**src/core/bopc_pkg.sv**
```systemverilog
// Purpose: Shared constants and types for the binary output pulse control block.
// Assumes: 200 MHz system clock, one synchronous active-high reset.
// Notes:   Pulse widths are counted in 10 ms steps; energy increments in tenths of a unit.
package bopc_pkg;

  // ************************************************************
  // Sizes
  // ************************************************************
  localparam int CH_N  = 2;
  localparam int IND_N = 16;
  localparam int IND_W = 4;
  localparam int EN_N  = 3;
  localparam int EN_W  = 2;
  localparam int WID_W = 19;
  localparam int INC_W = 24;

  // ************************************************************
  // Timing
  // ************************************************************
  localparam int CLK_KHZ      = 200000;
  localparam int TICK_MS      = 10;
  localparam int TICK_CYC     = TICK_MS * CLK_KHZ;
  localparam int PULSE_MIN_MS = 50;
  localparam int PULSE_MAX_MS = 3600000;

  // ************************************************************
  // Setting limits and reset values
  // ************************************************************
  localparam logic [WID_W-1:0] WID_MIN = WID_W'(PULSE_MIN_MS / TICK_MS);
  localparam logic [WID_W-1:0] WID_MAX = WID_W'(PULSE_MAX_MS / TICK_MS);
  localparam logic [WID_W-1:0] WID_RST = 19'h00014;
  localparam logic [INC_W-1:0] INC_MIN = 24'h000001;
  localparam logic [INC_W-1:0] INC_MAX = 24'h989680;
  localparam logic [INC_W-1:0] INC_RST = 24'h00000A;
  localparam logic [IND_W-1:0] IND_NONE = 4'h0;
  localparam logic [EN_W-1:0]  EN_NONE  = 2'h0;

  // ************************************************************
  // Types
  // ************************************************************
  typedef enum logic [1:0] {
    BOPC_PERSIST   = 2'b00,
    BOPC_FAILSAFE  = 2'b01,
    BOPC_PULSE     = 2'b10,
    BOPC_PULSE_RT  = 2'b11
  } bopc_mode_t;

  typedef enum logic {
    BOPC_SRC_IND = 1'b0,
    BOPC_SRC_EN  = 1'b1
  } bopc_src_t;

  typedef struct packed {
    bopc_src_t        src;
    logic [IND_W-1:0] ind_sel;
    logic             inv;
    bopc_mode_t       mode;
    logic [EN_W-1:0]  en_sel;
    logic [INC_W-1:0] inc;
    logic [WID_W-1:0] wid;
  } bopc_cfg_t;

  localparam bopc_cfg_t CFG_RST = '{
    src:     BOPC_SRC_IND,
    ind_sel: IND_NONE,
    inv:     1'b0,
    mode:    BOPC_PERSIST,
    en_sel:  EN_NONE,
    inc:     INC_RST,
    wid:     WID_RST
  };

endpackage : bopc_pkg

```
**src/core/bopc_pulse_if.sv**
```systemverilog
// Purpose: Carrier between an output channel and its pulse timer.
// Assumes: Both ends run on the system clock.
// Notes:   None.
`timescale 1ns/1ps
`default_nettype none
interface bopc_pulse_if;
  logic                       start;
  logic                       retrig;
  logic                       clear;
  logic                       tick;
  logic [bopc_pkg::WID_W-1:0] width;
  logic                       busy;

  modport ctrl  (output start, output retrig, output clear, output tick, output width,
                 input busy);
  modport timer (input start, input retrig, input clear, input tick, input width,
                 output busy);
endinterface : bopc_pulse_if
`default_nettype wire

```
**src/core/bopc_top.sv**
```systemverilog
// Purpose: Two binary outputs driven from indications or energy counters.
// Assumes: Indications, validity and energy ticks come from logic on clk_i.
// Notes:   Settings go to a shadow set and act only after an activation pulse.
// Contract
// Each output uses one source kind, indication by default.
// Indication selection none disables the output, held inactive.
// Optional inversion of the indication before the mode; default off.
// Persistent mode follows indication; invalid indication keeps present state.
// Fail-safe mode: invalid forces OFF, or ON when inverted.
// Pulse mode: change starts a pulse; changes during it are ignored.
// Retrigger mode: change during a pulse restarts its timer.
// Pulse width is x times 10 ms, range 50 ms to 3600000 ms.
// Pulse width count resets to 20, that is 200 ms.
// Pulse width used only in pulse modes or energy source.
// Energy source pulses once per increment, 0.1 to 1000000, default 1.0.
// Energy settings only act when the source kind is energy.
// Both outputs are identical independently configured instances.
// Written settings stay in a shadow set until activation copies them.
// On activation persistent outputs take the state under the new settings.
// On activation an output mid-pulse is switched OFF at once.
// After reset outputs are OFF and all pulse timers cleared.
`timescale 1ns/1ps
`default_nettype none
module bopc_top #(
  parameter int TICK_CYCLES = bopc_pkg::TICK_CYC
) (
  input  wire logic                              clk_i,
  input  wire logic                              rst_i,
  input  wire logic [bopc_pkg::IND_N-1:0]        ind_i,
  input  wire logic [bopc_pkg::IND_N-1:0]        ind_valid_i,
  input  wire logic [bopc_pkg::EN_N-1:0]         energy_tick_i,
  input  wire logic                              cfg_we_i,
  input  wire logic                              cfg_ch_i,
  input  wire bopc_pkg::bopc_src_t               cfg_src_i,
  input  wire logic [bopc_pkg::IND_W-1:0]        cfg_ind_sel_i,
  input  wire logic                              cfg_inv_i,
  input  wire bopc_pkg::bopc_mode_t              cfg_mode_i,
  input  wire logic [bopc_pkg::EN_W-1:0]         cfg_en_sel_i,
  input  wire logic [bopc_pkg::INC_W-1:0]        cfg_inc_i,
  input  wire logic [bopc_pkg::WID_W-1:0]        cfg_wid_i,
  input  wire logic                              activate_i,
  output logic [bopc_pkg::CH_N-1:0]              bo_o,
  output logic [bopc_pkg::CH_N-1:0]              pulse_busy_o
);

  localparam int PW = $clog2(TICK_CYCLES + 1);

  // ************************************************************
  // Helper functions
  // ************************************************************
  function automatic logic [bopc_pkg::WID_W-1:0] clamp_wid(
    input logic [bopc_pkg::WID_W-1:0] v
  );
    logic [bopc_pkg::WID_W-1:0] r;
    r = v;
    if (v < bopc_pkg::WID_MIN)
    begin
      r = bopc_pkg::WID_MIN;
    end
    else if (v > bopc_pkg::WID_MAX)
    begin
      r = bopc_pkg::WID_MAX;
    end
    return r;
  endfunction : clamp_wid

  function automatic logic [bopc_pkg::INC_W-1:0] clamp_inc(
    input logic [bopc_pkg::INC_W-1:0] v
  );
    logic [bopc_pkg::INC_W-1:0] r;
    r = v;
    if (v < bopc_pkg::INC_MIN)
    begin
      r = bopc_pkg::INC_MIN;
    end
    else if (v > bopc_pkg::INC_MAX)
    begin
      r = bopc_pkg::INC_MAX;
    end
    return r;
  endfunction : clamp_inc

  // Level state implied by a persistent mode, given the present output.
  function automatic logic persist_level(
    input bopc_pkg::bopc_cfg_t c,
    input logic                lvl,
    input logic                vld,
    input logic                cur
  );
    logic r;
    r = cur;
    if (c.ind_sel == bopc_pkg::IND_NONE)
    begin
      r = 1'b0;
    end
    else if (vld)
    begin
      r = lvl;
    end
    else if (c.mode == bopc_pkg::BOPC_FAILSAFE)
    begin
      r = c.inv;
    end
    return r;
  endfunction : persist_level

  // ************************************************************
  // Shadow and active parameter sets
  // ************************************************************
  bopc_pkg::bopc_cfg_t shd_q [bopc_pkg::CH_N];
  bopc_pkg::bopc_cfg_t shd_d [bopc_pkg::CH_N];
  bopc_pkg::bopc_cfg_t act_q [bopc_pkg::CH_N];
  bopc_pkg::bopc_cfg_t act_d [bopc_pkg::CH_N];

  always_comb
  begin
    for (int c = 0; c < bopc_pkg::CH_N; c++)
    begin
      shd_d[c] = shd_q[c];
      act_d[c] = act_q[c];
      // write lands in shadow
      if (cfg_we_i && (cfg_ch_i == c[0]))
      begin
        shd_d[c].src     = cfg_src_i;
        shd_d[c].ind_sel = cfg_ind_sel_i;
        shd_d[c].inv     = cfg_inv_i;
        shd_d[c].mode    = cfg_mode_i;
        shd_d[c].en_sel  = cfg_en_sel_i;
        // clamp increment range
        shd_d[c].inc     = clamp_inc(cfg_inc_i);
        // clamp width range
        shd_d[c].wid     = clamp_wid(cfg_wid_i);
      end
      // activation copies shadow
      if (activate_i)
      begin
        act_d[c] = shd_q[c];
      end
    end
  end

  always_ff @(posedge clk_i)
  begin
    if (rst_i)
    begin
      for (int c = 0; c < bopc_pkg::CH_N; c++)
      begin
        // indication default source
        // width resets to 20
        shd_q[c] <= bopc_pkg::CFG_RST;
        act_q[c] <= bopc_pkg::CFG_RST;
      end
    end
    else
    begin
      for (int c = 0; c < bopc_pkg::CH_N; c++)
      begin
        shd_q[c] <= shd_d[c];
        act_q[c] <= act_d[c];
      end
    end
  end

  // ************************************************************
  // Shared 10 ms tick prescaler
  // ************************************************************
  logic [PW-1:0] pre_q;
  logic [PW-1:0] pre_d;
  logic          tick_q;
  logic          tick_d;

  always_comb
  begin
    tick_d = 1'b0;
    pre_d  = pre_q + 1'b1;
    // one tick per 10 ms
    if (pre_q == PW'(TICK_CYCLES - 1))
    begin
      pre_d  = '0;
      tick_d = 1'b1;
    end
  end

  always_ff @(posedge clk_i)
  begin
    if (rst_i)
    begin
      pre_q  <= '0;
      tick_q <= 1'b0;
    end
    else
    begin
      pre_q  <= pre_d;
      tick_q <= tick_d;
    end
  end

  // ************************************************************
  // Output channels
  // ************************************************************
  // identical channel instances
  for (genvar g = 0; g < bopc_pkg::CH_N; g++)
  begin : g_ch
    bopc_pulse_if pif ();

    logic                       out_q;
    logic                       out_d;
    logic                       prev_q;
    logic                       prev_d;
    logic [bopc_pkg::INC_W-1:0] acc_q;
    logic [bopc_pkg::INC_W-1:0] acc_d;
    logic                       lvl;
    logic                       vld;
    logic                       new_lvl;
    logic                       new_vld;
    logic                       en_tick;

    bopc_pulse_timer u_timer (
      .clk_i (clk_i),
      .rst_i (rst_i),
      .pif   (pif.timer)
    );

    always_comb
    begin
      // invert before mode
      lvl     = ind_i[act_q[g].ind_sel] ^ act_q[g].inv;
      vld     = ind_valid_i[act_q[g].ind_sel];
      new_lvl = ind_i[shd_q[g].ind_sel] ^ shd_q[g].inv;
      new_vld = ind_valid_i[shd_q[g].ind_sel];
      en_tick = 1'b0;
      if (act_q[g].en_sel != bopc_pkg::EN_NONE)
      begin
        en_tick = energy_tick_i[act_q[g].en_sel - 1'b1];
      end

      out_d      = out_q;
      prev_d     = vld ? lvl : prev_q;
      acc_d      = acc_q;
      pif.start  = 1'b0;
      pif.retrig = 1'b0;
      pif.clear  = 1'b0;
      pif.tick   = tick_q;
      // width only for pulses
      pif.width  = act_q[g].wid;

      if (activate_i)
      begin
        // cut running pulse
        pif.clear = 1'b1;
        acc_d     = '0;
        prev_d    = new_vld ? new_lvl : prev_q;
        out_d     = 1'b0;
        // persistent takes new state
        if ((shd_q[g].src == bopc_pkg::BOPC_SRC_IND) &&
            ((shd_q[g].mode == bopc_pkg::BOPC_PERSIST) ||
             (shd_q[g].mode == bopc_pkg::BOPC_FAILSAFE)))
        begin
          out_d = persist_level(shd_q[g], new_lvl, new_vld, out_q);
        end
      end
      // energy source kind
      else if (act_q[g].src == bopc_pkg::BOPC_SRC_EN)
      begin
        // energy settings act here
        // one pulse per increment
        if (en_tick)
        begin
          if (acc_q + 1'b1 >= act_q[g].inc)
          begin
            acc_d     = '0;
            pif.start = 1'b1;
          end
          else
          begin
            acc_d = acc_q + 1'b1;
          end
        end
        out_d = pif.busy;
      end
      // none disables output
      else if (act_q[g].ind_sel == bopc_pkg::IND_NONE)
      begin
        pif.clear = 1'b1;
        out_d     = 1'b0;
      end
      else
      begin
        unique case (act_q[g].mode)
          // follow, hold on invalid
          // fail-safe on invalid
          bopc_pkg::BOPC_PERSIST,
          bopc_pkg::BOPC_FAILSAFE:
          begin
            pif.clear = 1'b1;
            out_d     = persist_level(act_q[g], lvl, vld, out_q);
          end
          // change starts pulse
          bopc_pkg::BOPC_PULSE:
          begin
            pif.start = vld && (lvl != prev_q);
            out_d     = pif.busy;
          end
          // change retriggers pulse
          bopc_pkg::BOPC_PULSE_RT:
          begin
            pif.start  = vld && (lvl != prev_q);
            pif.retrig = 1'b1;
            out_d      = pif.busy;
          end
        endcase
      end
    end

    always_ff @(posedge clk_i)
    begin
      // outputs OFF after reset
      if (rst_i)
      begin
        out_q  <= 1'b0;
        prev_q <= 1'b0;
        acc_q  <= '0;
      end
      else
      begin
        out_q  <= out_d;
        prev_q <= prev_d;
        acc_q  <= acc_d;
      end
    end

    assign bo_o[g]         = out_q;
    assign pulse_busy_o[g] = pif.busy;
  end

endmodule : bopc_top
`default_nettype wire

```
**src/core/bopc_pulse_timer.sv**
```systemverilog
// Purpose: Pulse timer counting output time in 10 ms ticks.
// Assumes: Tick is a one-cycle pulse from the shared prescaler.
// Notes:   Busy is registered and stays high while ticks remain.
`timescale 1ns/1ps
`default_nettype none
module bopc_pulse_timer (
  input  wire logic        clk_i,
  input  wire logic        rst_i,
  bopc_pulse_if.timer      pif
);

  logic [bopc_pkg::WID_W-1:0] cnt_q;
  logic [bopc_pkg::WID_W-1:0] cnt_d;
  logic                       busy_q;
  logic                       busy_d;

  // ************************************************************
  // Next count
  // ************************************************************
  always_comb
  begin
    cnt_d = cnt_q;
    // activation cuts pulse
    if (pif.clear)
    begin
      cnt_d = '0;
    end
    // ignore while busy
    // restart while busy
    else if (pif.start && (!busy_q || pif.retrig))
    begin
      cnt_d = pif.width;
    end
    // count 10 ms steps
    else if (pif.tick && (cnt_q != '0))
    begin
      cnt_d = cnt_q - 1'b1;
    end
    busy_d = (cnt_d != '0);
  end

  always_ff @(posedge clk_i)
  begin
    // timers cleared
    if (rst_i)
    begin
      cnt_q  <= '0;
      busy_q <= 1'b0;
    end
    else
    begin
      cnt_q  <= cnt_d;
      busy_q <= busy_d;
    end
  end

  assign pif.busy = busy_q;

endmodule : bopc_pulse_timer
`default_nettype wire

```
**config.mk**
```make
export PLATFORM = sky130hd
export DESIGN_NAME = bopc_top
export DESIGN_NICKNAME = d
export VERILOG_FILES = /design/src/core/bopc_pkg.sv /design/src/core/bopc_pulse_if.sv /design/src/core/bopc_top.sv /design/src/core/bopc_pulse_timer.sv
export SDC_FILE = /design/constraint.sdc
export NUM_CORES = 1
export LEC_CHECK = 0
export BUFFER_PORTS_ARGS = -buffer_cell sky130_fd_sc_hd__buf_2
export CORE_UTILIZATION = 60
export DETAILED_ROUTE_END_ITERATION = 8
export GPL_ROUTABILITY_DRIVEN = 0
export PLACE_DENSITY = 0.79
export SYNTH_ARGS = -nofsm -noshare
export SYNTH_HDL_FRONTEND = slang
export SYNTH_SLANG_ARGS = --single-unit
```
**constraint.sdc**
```tcl
create_clock -name clk_i -period 9.3 [get_ports clk_i]
set_input_delay 1.86 -clock clk_i [delete_from_list [all_inputs] [get_ports clk_i]]
set_output_delay 1.86 -clock clk_i [all_outputs]
set_load 0.02 [all_outputs]
```
# Word level (Yosys, flattened, before mapping)
# Memory sizes are Yosys's and may differ from the RTL's.
# Index checks and enable logic that the tools add are counted.
totals:
  ff_bits: 114
  ramBits: 212
  inputBits: 93
  out_inout_bits: 4
  elab_cells: 205
  n_memories: 2
mem_list:
  columns: ["memory", "depth", "width", "rd", "rd_clocked_by_memory_dff", "write_ports", "line_no", "text"]
  rows:
  - ["act_q", 2, 53, 2, 0, 2, "bopc_top.sv:112", "bopc_pkg::bopc_cfg_t act_q [bopc_pkg::CH_N];"]
  - ["shd_q", 2, 53, 2, 0, 2, "bopc_top.sv:110", "bopc_pkg::bopc_cfg_t shd_q [bopc_pkg::CH_N];"]
classes:
  n_addsub: 7
  n_lt_le_gt_ge: 12
  n_eq_ne: 17
  mux: 100
  n_bitwise: 11
  n_reduce_logical: 44
ops:
  columns: ["op", "count"]
  rows:
  - ["two-way mux 53 bit", 8]
  - ["two-way mux 19 bit", 8]
  - ["two-way mux 24 bit", 4]
  - ["nonzero test 19 bit", 4]
  - ["two-way mux 1 bit", 68]
  - ["adder 24 x 1 -> 24 bit, second input constant", 2]
  - ["greater-or-equal comparator 24 bit", 2]
  - ["subtractor 19 x 1 -> 19 bit, second input constant", 2]
  - ["binary-select mux 1 bit (select 4 bit)", 8]
  - ["greater-than comparator 24 bit, second input constant", 1]
  - ["less-than comparator 24 x 1 -> 1 bit, second input constant", 1]
  - ["adder 21 x 1 -> 21 bit, second input constant", 1]
  - ["equality test 21 bit, second input constant", 1]
  - ["less-than comparator 4 x 5 -> 1 bit, second input constant", 4]
  - ["greater-than comparator 19 bit, second input constant", 1]
  - ["less-than comparator 19 x 3 -> 1 bit, second input constant", 1]
  - ["logical NOT 4 bit", 4]
  - ["inequality test 6 bit, second input constant", 2]
  - ["AND reduction 2 bit", 6]
  - ["OR reduction 2 bit", 6]
  - ["logical AND 1 bit", 10]
  - ["inequality test 5 x 4 -> 1 bit, second input constant", 2]
  - ["equality test 2 x 1 -> 1 bit, second input constant", 4]
  - ["equality test 2 bit, second input constant", 4]
  - ["13 further kinds", 37]

# Depth between registers and ports, before layout
# Gate-level depths: netlist (run 1).
depth:
  word_depth: 13
  depth_mapped: 18
  ltp_nobuf: 16

# Cells and area by module
# From an unflattened synthesis (run 1), not the netlist that was laid out.
hier_totals:
  hier_cells: 1877
  hier_area_um2: 16672.2
modules_own_cells:
  columns: ["module", "instances", "cells_per_inst", "area_per_inst_um2", "seq_area_each_um2"]
  rows:
  - ["bopc_top", 1, 1543, 13999.7, 5725.5]
  - ["bopc_pulse_timer", 2, 167, 1336.3, 400.4]

# Least setup slack after synthesis (run 1)
# No wires, ideal clock.
synth_path:
  kind: "register to register"
  startpoint: "reg g_ch[0].acc_q[2] (netlist name)"
  endpoint: "reg g_ch[0].u_timer.cnt_q[14] (netlist name)"
  setup_ns: 0.128
  t_arrival_ns: 4.431
  t_required_ns: 9.172
  path_slack_ns: 4.742
  path_stages_with_launch: 18
  path_buffers: 2
  synth_period_minus_slack_ns: 4.558
  cell_sequence: "dfxtp_1 > nand2_1 > nor4_1 > and4_1 > and3_1 > nand3_1 > or2_2 > xnor2_1 > ha_1 > and4_1 > o21ai_0 > or4b_2 > o21ai_1 > or2_1 > buf_2 > buf_2 > mux2i_1 > nor2_1"
synth_between:
  elab_chain_len: 9
synth_lines:
  columns: ["element", "line_no", "text"]
  rows:
  - ["start: declaration", "bopc_top.sv:210", "logic [bopc_pkg::INC_W-1:0] acc_q;"]
  - ["start signal: assignment", "bopc_top.sv:322", "acc_q <= '0;"]
  - ["start signal: assignment", "bopc_top.sv:328", "acc_q <= acc_d;"]
  - ["adder 24 x 1 -> 24 bit", "bopc_top.sv:269", "if (acc_q + 1'b1 >= act_q[g].inc)"]
  - ["greater-or-equal comparator 24 bit", "bopc_top.sv:269", null]
  - ["two-way mux 1 bit", "bopc_top.sv:269", null]
  - ["two-way mux 1 bit", "bopc_top.sv:267", "if (en_tick)"]
  - ["two-way mux 1 bit", "bopc_top.sv:263", "else if (act_q[g].src == bopc_pkg::BOPC_SRC_EN)"]
  - ["two-way mux 1 bit", "bopc_top.sv:247", "if (activate_i)"]
  - ["logical AND 1 bit", "bopc_pulse_timer.sv:30", "else if (pif.start && (!busy_q || pif.retrig))"]
  - ["two-way mux 19 bit", "bopc_pulse_timer.sv:30", null]
  - ["two-way mux 19 bit", "bopc_pulse_timer.sv:24", "if (pif.clear)"]
  - ["end signal: assignment", "bopc_pulse_timer.sv:52", "cnt_q <= cnt_d;"]
  - ["end: declaration", "bopc_pulse_timer.sv:12", "logic [bopc_pkg::WID_W-1:0] cnt_q;"]
# Every way passes these cells.
# A chain may end at the register's enable or synchronous reset.

# Worst setup path in the final report (run 1)
layout_path:
  startpoint: "reg g_ch[0].acc_q[2] (netlist name)"
  endpoint: "reg g_ch[0].u_timer.busy_q"
layout_between:
  elab_chain_len: 10
layout_lines:
  columns: ["element", "line_no", "text"]
  rows:
  - ["adder 24 x 1 -> 24 bit", "bopc_top.sv:269", null]
  - ["greater-or-equal comparator 24 bit", "bopc_top.sv:269", null]
  - ["two-way mux 1 bit", "bopc_top.sv:269", null]
  - ["two-way mux 1 bit", "bopc_top.sv:267", null]
  - ["two-way mux 1 bit", "bopc_top.sv:263", null]
  - ["two-way mux 1 bit", "bopc_top.sv:247", null]
  - ["logical AND 1 bit", "bopc_pulse_timer.sv:30", null]
  - ["two-way mux 19 bit", "bopc_pulse_timer.sv:30", null]
  - ["two-way mux 19 bit", "bopc_pulse_timer.sv:24", null]
  - ["nonzero test 19 bit", "bopc_pulse_timer.sv:39", "busy_d = (cnt_d != '0);"]
  - ["end signal: assignment", "bopc_pulse_timer.sv:53", "busy_q <= busy_d;"]
  - ["end: declaration", "bopc_pulse_timer.sv:14", "logic busy_q;"]
# Every way passes these cells.

==> results.cfg, run 1 <==
[synth]
synth_xor_area_share_pct = 5.62
synth_cells = 1978
ys_seq_area_share_pct = 38.7
synth.avg_cell_area_um2 = 8.52
yosysWarnings = 0
synth_seq_cells = 326
yosys.area_share.simple_pct = 21.7
synth_top_family_by_area = simple AND/OR/NAND/NOR gates
ys.flop_type = dfxtp_1
synth_largest_area_cell = dfxtp_1
synth_compound_area_share_pct = 12.6
syn-cell-area_um2 = 16800
synth.top_cell.area_share_pct = 38.7
async_reset_ff_share_pct = 0
synthMuxAreaShare_pct = 12.6
yosys.area_share.adder_pct = 4.23
syn_nets = 2128
synthTopCellsByArea = dfxtp_1, mux2i_1, nor2_1, nand2_1, a21oi_1
synth_edf_count = 0
synth_cell_types = 67

[timing]
layout_min_cycle_time_ns = 5.82
relSlewSlack_pct = 19.3
fin_setup_tns_ns = 0
setup_violations = 0
fmax_ghz = 0.172
finClkSkew_ns = 0.0249
worst_slew_pin_slew_ns = 1.20
drv_slew = 0
fin_crit_sh_pct = 62.6
holdWs_ns = 0.452
rsz0062_at_grt = false
hold_viol = 0

[detailed_routing]
dr.pass1.iters = 7
vias = 14343
wl_per_cell_um = 16.9
drt-total-wl_um = 40500
route.detailed.drc = 0
detail-route-antenna-nets = 0
drt_iter0_drc = 1254
vias_per_cell = 5.97

[grt]
grt_pass1_wl_um = 66400
grt_max_degree = 121
grt_use_met3_pct = 3.78
grtUsageMet1_pct = 37.2
antenna_found_initial = 0
grt_usage_pct = 28.3
busiest_layer = met2
grt_pass1_vias = 13409
grt-ovfl-total = 0
grtUsageMet2_pct = 46.6

[layout]
n_antenna_cell = 0
drive_gt1_share_pct = 10.9
fin_util_pct = 68.3
syn_to_final_growth_pct = 10.4
final_nets = 2157

[critical_path]
critPathLaunchType = flop
path_max_fanout = 22
path_class = flop to flop
arrival_ns = 6.25
required_ns = 9.73
endpoint_kind = flop

[cts]
cts_buffers = 35
cts.clk_slew.worst_paths_ns = 0.06
clockBufferDepth = 3
postCtsSetupRepairBufs = 0
clkSinkCount = 326
root_buffer = clkbuf_16
cts_repair_resize_count = 0
insertion_delay_ns = 0.52
hold_buffers = 0
cts_tree = built
h-tree-depth = 2

[place]
io_buffers = 96
detailed_place_hpwl_um = 28200

[floorplanning]
die_area_um2 = 28700
top_level_ports = 97
start_util_pct = 61.8
dieWidth_um = 170
rows = 60
fp.dieH_um = 170
fp.coreArea_um2 = 27300

[min_path]
holdCritPathClass = flop to flop

[power_and_ir_drop]
p_leak_uw = 0.00711
total_power_uw = 3110
powerDensity_nw_per_um2 = 167
vdd_drop_max_v = 0.000138

[run]
maxCapViolations = 0

[status]
outcome = completed
per-stage QoR:
stage | cell area, um^2 | setup slack (ns) | cells
CTS | 18600 | 3.45 | 2402
finish | 18600 | 3.48 | 2402
floorplan | 16800 | 4.74 | 1978
global placement | 17400 | 3.66 | 2342
detailed placement | 17400 | 3.51 | 2342
global route | 18600 | 3.04 | 2402
state kept, by name, indices dropped and copies added (netlist names):
register / flops
pre_q: 21
act_q: 106
g_ch.prev_q: 2
g_ch.out_q: 2
g_ch.u_timer.cnt_q: 38
g_ch.u_timer.pif.busy: 2
shd_q: 106
g_ch.acc_q: 48
g_ch.pif.tick: 1
placed cells by master, fill, tap and decap left out, types with 43 or more instances in the layout:
cell type / count
a211oi_1: 56
a21oi_1: 148
buf_2: 94
dfxtp_1: 326
ha_1: 57
inv_1: 80
mux2i_1: 132
nand2_1: 204
nand3_1: 95
nor2_1: 259
nor3_1: 43
xnor2_1: 64
xor2_1: 44
worst max-delay path: stages (launching register included):
cell	delay [ns]
dfxtp_1	0.43
nand2_1	0.10
nor4_1	0.88
and4_1	0.39
and3_1	0.23
nand3_1	0.17
or2_2	0.34
xnor2_1	0.14
ha_1	0.29
and4_1	0.16
o21ai_0	0.10
or4b_2	0.62
o21ai_1	0.49
or2_1	0.90
mux2_4	0.36
o211ai_2	0.12
cell usage after synthesis, types with 8 or more instances:
cell / count
nand2_1: 204
nand3b_1: 15
nor3_1: 43
o22ai_1: 14
mux2i_1: 132
a21oi_1: 148
nor2_1: 259
nand2b_1: 8
and4_1: 12
inv_1: 80
o21ai_0: 40
o31ai_1: 10
xor2_1: 44
mux4_2: 32
nor4_1: 30
nor2b_1: 19
ha_1: 57
or3_1: 20
buf_1: 18
and2_1: 9
a211oi_1: 56
nand3_1: 95
and3_1: 10
nand4_1: 23
dfxtp_1: 326
clkbuf_1: 85
xnor2_1: 64
o211ai_1: 15
logic make-up after synthesis:
| group | count (synthesis) |
|---|---|
| AOI/OAI and AO/OA | 341 |
| xor gates and xnor gates | 108 |
| adders and majority gates | 57 |
| buffers and inverters | 195 |
| DFF | 326 |
| muxes | 171 |
| and+or+nand+nor | 780 |
final cells by class:
| class | count | area [um^2] |
|---|---|---|
| clock buffers | 46 | 988 |
| clock inverters | 14 | 169 |
| fillers | 2163 | 8650 |
| inverters | 81 | 304 |
| multi-input cells | 1457 | 9580 |
| flip-flops and latches | 326 | 6530 |
| well taps | 372 | 465 |
| repair buffers | 106 | 568 |
power by group:
group | switching (uW) | total, uW | internal (uW)
Combinational | 145 | 244 | 99.8
Sequential | 31.7 | 1470 | 1440
Clock | 562 | 1400 | 834
Total | 738 | 3110 | 2370
per-layer routing:
layer  part of all wire [%]  routed length (um)  vias up
li1                       -                   -     7027
met1                     44               17900     6770
met2                     47               18900      437
met3                    5.5                2230      109
met4                    3.6                1460        0
met5                      0                   0        -
final timing paths:
path / startpoint / endpoint / slack (ns) / cells after the start
worst max-delay path: g_ch[0].acc_q[2] / g_ch[0].u_timer.pif.busy / 3.48 / 15
worst min-delay path: shd_q[0][96] / shd_q[0][96] / 0.45 / 2
worst max register to register: g_ch[0].acc_q[2] / g_ch[0].u_timer.pif.busy / 3.48 / 15
worst min register to register: shd_q[0][96] / shd_q[0][96] / 0.45 / 2
Power figures use the tool's default switching activity.
==> run 2, diff against run 1 <==
- clock period: 9.3 -> 6 ns (I/O delays scaled with it)
==> results.cfg, run 2 (same netlist as run 1, synthesis figures left out) <==
[timing]
drv_slew = 0
fmax_ghz = 0.194
setup_violations = 0
worst_slew_pin_slew_ns = 1.22
fin_crit_sh_pct = 85.8
finClkSkew_ns = 0.0165
rsz0062_at_grt = false
fin_setup_tns_ns = 0
hold_viol = 0
relSlewSlack_pct = 18.4
layout_min_cycle_time_ns = 5.15

[critical_path]
arrival_ns = 5.51
r2r_start = g_ch[0].acc_q[0]
r2r_cells = 18
reg2reg_slack_ns = 0.85
endpoint_kind = flop
path_class = flop to flop
path_max_fanout = 15
critPathLaunchType = flop
timing.rr.end = g_ch[0].u_timer.cnt_q[15]
required_ns = 6.37

[grt]
grt-ovfl-total = 0
grt_pass1_vias = 13601
grt_usage_pct = 28.3
antenna_found_initial = 0
grt_pass1_wl_um = 67100
grt_max_degree = 137

[layout]
fin_util_pct = 68.7
final_common_cell = dfxtp_1
syn_to_final_growth_pct = 11.1
reg.largest.list = act_q x106, shd_q x106, g_ch.acc_q x48
fin_cells = 2409
drive_gt1_share_pct = 11.2
n_antenna_cell = 0
final_area_um2 = 18700
num-fill-cells = 2145
final_cell_mix = dfxtp_1, nor2_1, nand2_1
final_nets = 2163

[cts]
postCtsSetupRepairBufs = 0
cts_repair_resize_count = 0
insertion_delay_ns = 0.52
h-tree-depth = 2
hold_buffers = 0
clkSinkCount = 326
cts_tree = built
clockBufferDepth = 3
cts.clk_slew.worst_paths_ns = 0.06
root_buffer = clkbuf_16
cts_buffers = 35

[detailed_routing]
vias = 14509
route.detailed.drc = 0
detail-route-antenna-nets = 0
drt_iter0_drc = 1166
drt-total-wl_um = 40300
vias_per_cell = 6.02
wl_per_cell_um = 16.7
dr.pass1.iters = 6

[min_path]
whs_path_depth = 2
holdCritPathClass = flop to flop
hold_start = shd_q[0][85]
hold_end = shd_q[0][85]

[floorplanning]
dieWidth_um = 170
die_area_um2 = 28700
start_util_pct = 61.8
fp.coreArea_um2 = 27300
rows = 60
fp.dieH_um = 170
top_level_ports = 97

[power_and_ir_drop]
powerDensity_nw_per_um2 = 264
vdd_drop_max_v = 0.000261
p_leak_uw = 0.00717

[status]
outcome = completed

[place]
detailed_place_hpwl_um = 28000
dp.cells = 2348
io_buffers = 96
placed_area_um2 = 17500

[run]
maxCapViolations = 0
==> run 2: layout make-up <==
class                           count  area (um^2)  share of cell area [%]
Multi-Input combinational cell   1457         9580                    51.2
Sequential cell                   326         6530                    34.9
Clock buffer                       47         1020                    5.47
Timing Repair Buffer              112          613                    3.27
Tap cell                          372          465                    2.49
Inverter                           81          304                    1.62
Clock inverter                     14          213                    1.14
==> run 2: how the worst max path moves through the flow <==
stage	from	endpoint	slack [ns]	cells after the start
finish	g_ch[0].acc_q[0]	g_ch[0].u_timer.cnt_q[15]	0.85	18
global route	g_ch[0].acc_q[0]	g_ch[0].u_timer.cnt_q[18]	0.50	18
CTS	g_ch[0].acc_q[0]	g_ch[0].u_timer.cnt_q[15]	0.89	18
detailed placement	g_ch[0].acc_q[0]	g_ch[0].u_timer.cnt_q[12]	0.97	18
global placement	g_ch[0].acc_q[0]	g_ch[0].u_timer.cnt_q[9]	1.09	18
floorplan	g_ch[0].acc_q[2]	g_ch[0].u_timer.cnt_q[14]	1.44	17
==> run 2: critical path, cell delays in order (launching register included) <==
cell and delay (ns):
dfxtp_1 0.41, ha_1 0.27, nand3_1 0.09, or4_1 0.55
nor2_1 0.30, and4_1 0.30, and3_1 0.23, nand3_1 0.14
xnor2_1 0.15, ha_1 0.30, and4_1 0.19, o21ai_0 0.09
or4b_2 0.62, o21ai_1 0.17, buf_4 0.19, or2_1 0.35
buf_4 0.33, mux2i_1 0.23, nor2_1 0.06
==> run 2: power by group <==
part | internal [uW] | switching (uW) | total (uW)
Clock | 1420 | 880 | 2300
Combinational | 155 | 223 | 378
Sequential | 2230 | 48.3 | 2270
Total | 3800 | 1150 | 4950
==> run 2: per-layer routing <==
layer  GRT usage (%)  part of all wire [%]
met5               0                     0
met4            9.52                   2.9
met3            3.61                   5.3
met2            46.8                    47
met1            38.4                    45
==> run 2: stage by stage <==
step / total power, uW / hold slack, ns / setup slack [ns]
finish: 4950 / 0.455 / 0.854
CTS: 4980 / 0.457 / 0.887
detailed placement: 2690 / 0.449 / 0.972
global route: 5110 / 0.468 / 0.502
global placement: 2680 / 0.442 / 1.09
floorplan: 2570 / 0.436 / 1.44
==> run 3, diff against run 2 <==
- CELL_PAD_IN_SITES_DETAIL_PLACEMENT: default -> 0
- CELL_PAD_IN_SITES_GLOBAL_PLACEMENT: default -> 1
- CORE_UTILIZATION: 60 -> 47
- MAX_ROUTING_LAYER: default -> met4
- PLACE_DENSITY: 0.79 -> default
- PLACE_DENSITY_LB_ADDON: default -> 0.1
==> results.cfg, run 3 (same netlist as run 1, synthesis figures left out) <==
[place]
io_buffers = 96
detailed_place_hpwl_um = 30100
dp.cells = 2434
place_worst_setup_slack_ns = 0.446

[critical_path]
arrival_ns = 5.93
endpoint_kind = flop
path_class = flop to flop
required_ns = 6.38
reg2reg_slack_ns = 0.45
path_max_fanout = 12
critPathLaunchType = flop

[cts]
cts_repair_resize_count = 0
cts_tree = built
cts.clk_slew.worst_paths_ns = 0.06
hold_buffers = 0
clockBufferDepth = 3
h-tree-depth = 2
insertion_delay_ns = 0.53
clkSinkCount = 326
postCtsSetupRepairBufs = 0
root_buffer = clkbuf_16
cts_buffers = 38

[power_and_ir_drop]
p_leak_uw = 0.00722
vdd_drop_max_v = 0.000246
powerDensity_nw_per_um2 = 270

[timing]
finClkSkew_ns = 0.0196
layout_setup_ws_ns = 0.447
fin_setup_tns_ns = 0
fin_crit_sh_pct = 92.5
drv_slew = 0
relSlewSlack_pct = 21.7
hold_viol = 0
layout_min_cycle_time_ns = 5.55
fmax_ghz = 0.180
setup_violations = 0
worst_slew_pin_slew_ns = 1.16
rsz0062_at_grt = false

[detailed_routing]
vias_per_cell = 5.58
wl_per_cell_um = 17.0
route.detailed.drc = 0
detail-route-antenna-nets = 0
dr.pass1.iters = 4
drt-total-wl_um = 42600
vias = 13967
drt_iter0_drc = 716

[layout]
num-fill-cells = 3389
n_antenna_cell = 0
final_cell_mix = dfxtp_1, nor2_1, nand2_1
final_nets = 2169
fin_cells = 2501
syn_to_final_growth_pct = 12.4
final_common_cell = dfxtp_1
multiInputGateArea_um2 = 9580
regArea_um2 = 6530
reg.largest.list = act_q x106, shd_q x106, g_ch.acc_q x48
drive_gt1_share_pct = 11.5

[floorplanning]
dieWidth_um = 191
fp.coreArea_um2 = 34900
die_area_um2 = 36600
start_util_pct = 48.3
fp.dieH_um = 191
rows = 68
top_level_ports = 97

[run]
maxCapViolations = 0

[grt]
antenna_found_initial = 0
grt_pass1_wl_um = 69000
grt_usage_pct = 24.0
grt_max_degree = 97
grt-ovfl-total = 0
grt_pass1_vias = 13130

[status]
outcome = completed

[min_path]
holdCritPathClass = flop to flop
[run 3: report_power, final]
group / total [uW] / internal [uW] / switching [uW]
logic: 380 / 156 / 224
clock network: 2450 / 1520 / 928
registers: 2280 / 2230 / 49.4
total: 5110 / 3910 / 1200
[run 3: worst paths after layout]
| kind | startpoint | to | cells after the start |
|---|---|---|---|
| max | g_ch[0].acc_q[0] | g_ch[0].u_timer.cnt_q[9] | 17 |
| min | shd_q[0][3] | shd_q[0][3] | 2 |
| max reg2reg | g_ch[0].acc_q[0] | g_ch[0].u_timer.cnt_q[9] | 17 |
| min reg2reg | shd_q[0][3] | shd_q[0][3] | 2 |
[run 3: worst max-delay path, cell delays in order, from the launching register on]
cell     delay (ns)
dfxtp_1        0.42
ha_1           0.27
nand3_1        0.10
or4_1          0.55
nor2_1         0.31
and4_1         0.31
and3_1         0.24
nand3_1        0.15
xnor2_1        0.16
ha_1           0.29
and4_1         0.19
o21ai_0        0.10
or4b_2         0.62
o21ai_1        0.53
or2_1          0.57
buf_4          0.33
mux2i_1        0.21
nor2_1         0.06
[run 3: cell type report]
type	instances	share of cell area [%]
clock buffers	51	5.71
repair buffers	115	3.36
flip-flops and latches	326	34.5
multi-input cells	1457	50.6
well taps	455	3.01
clock inverters	16	1.30
inverters	81	1.61
[run 3: per-stage QoR]
stage | util, % | cell area (um^2) | power (uW) | hold WS [ns]
2_1_floorplan | - | 16800 | 2570 | 0.436
5_1_grt | 54.3 | 18900 | 5300 | 0.474
3_5_place_dp | 50.5 | 17600 | 2700 | 0.448
6_report | 54.3 | 18900 | 5110 | 0.453
4_1_cts | 54.3 | 18900 | 5170 | 0.456
3_3_place_gp | 50.5 | 17600 | 2700 | 0.442
[run 3: metal layers]
metal / global-route usage, % / wire length [um] / share of wire [%] / up-vias
li1: - / - / - / 7084
met1: 32.3 / 20600 / 48 / 6562
met2: 38.2 / 19600 / 46 / 266
met3: 2.99 / 1610 / 3.8 / 55
met4: 5.86 / 771 / 1.8 / 0
met5: - / 0 / 0 / -
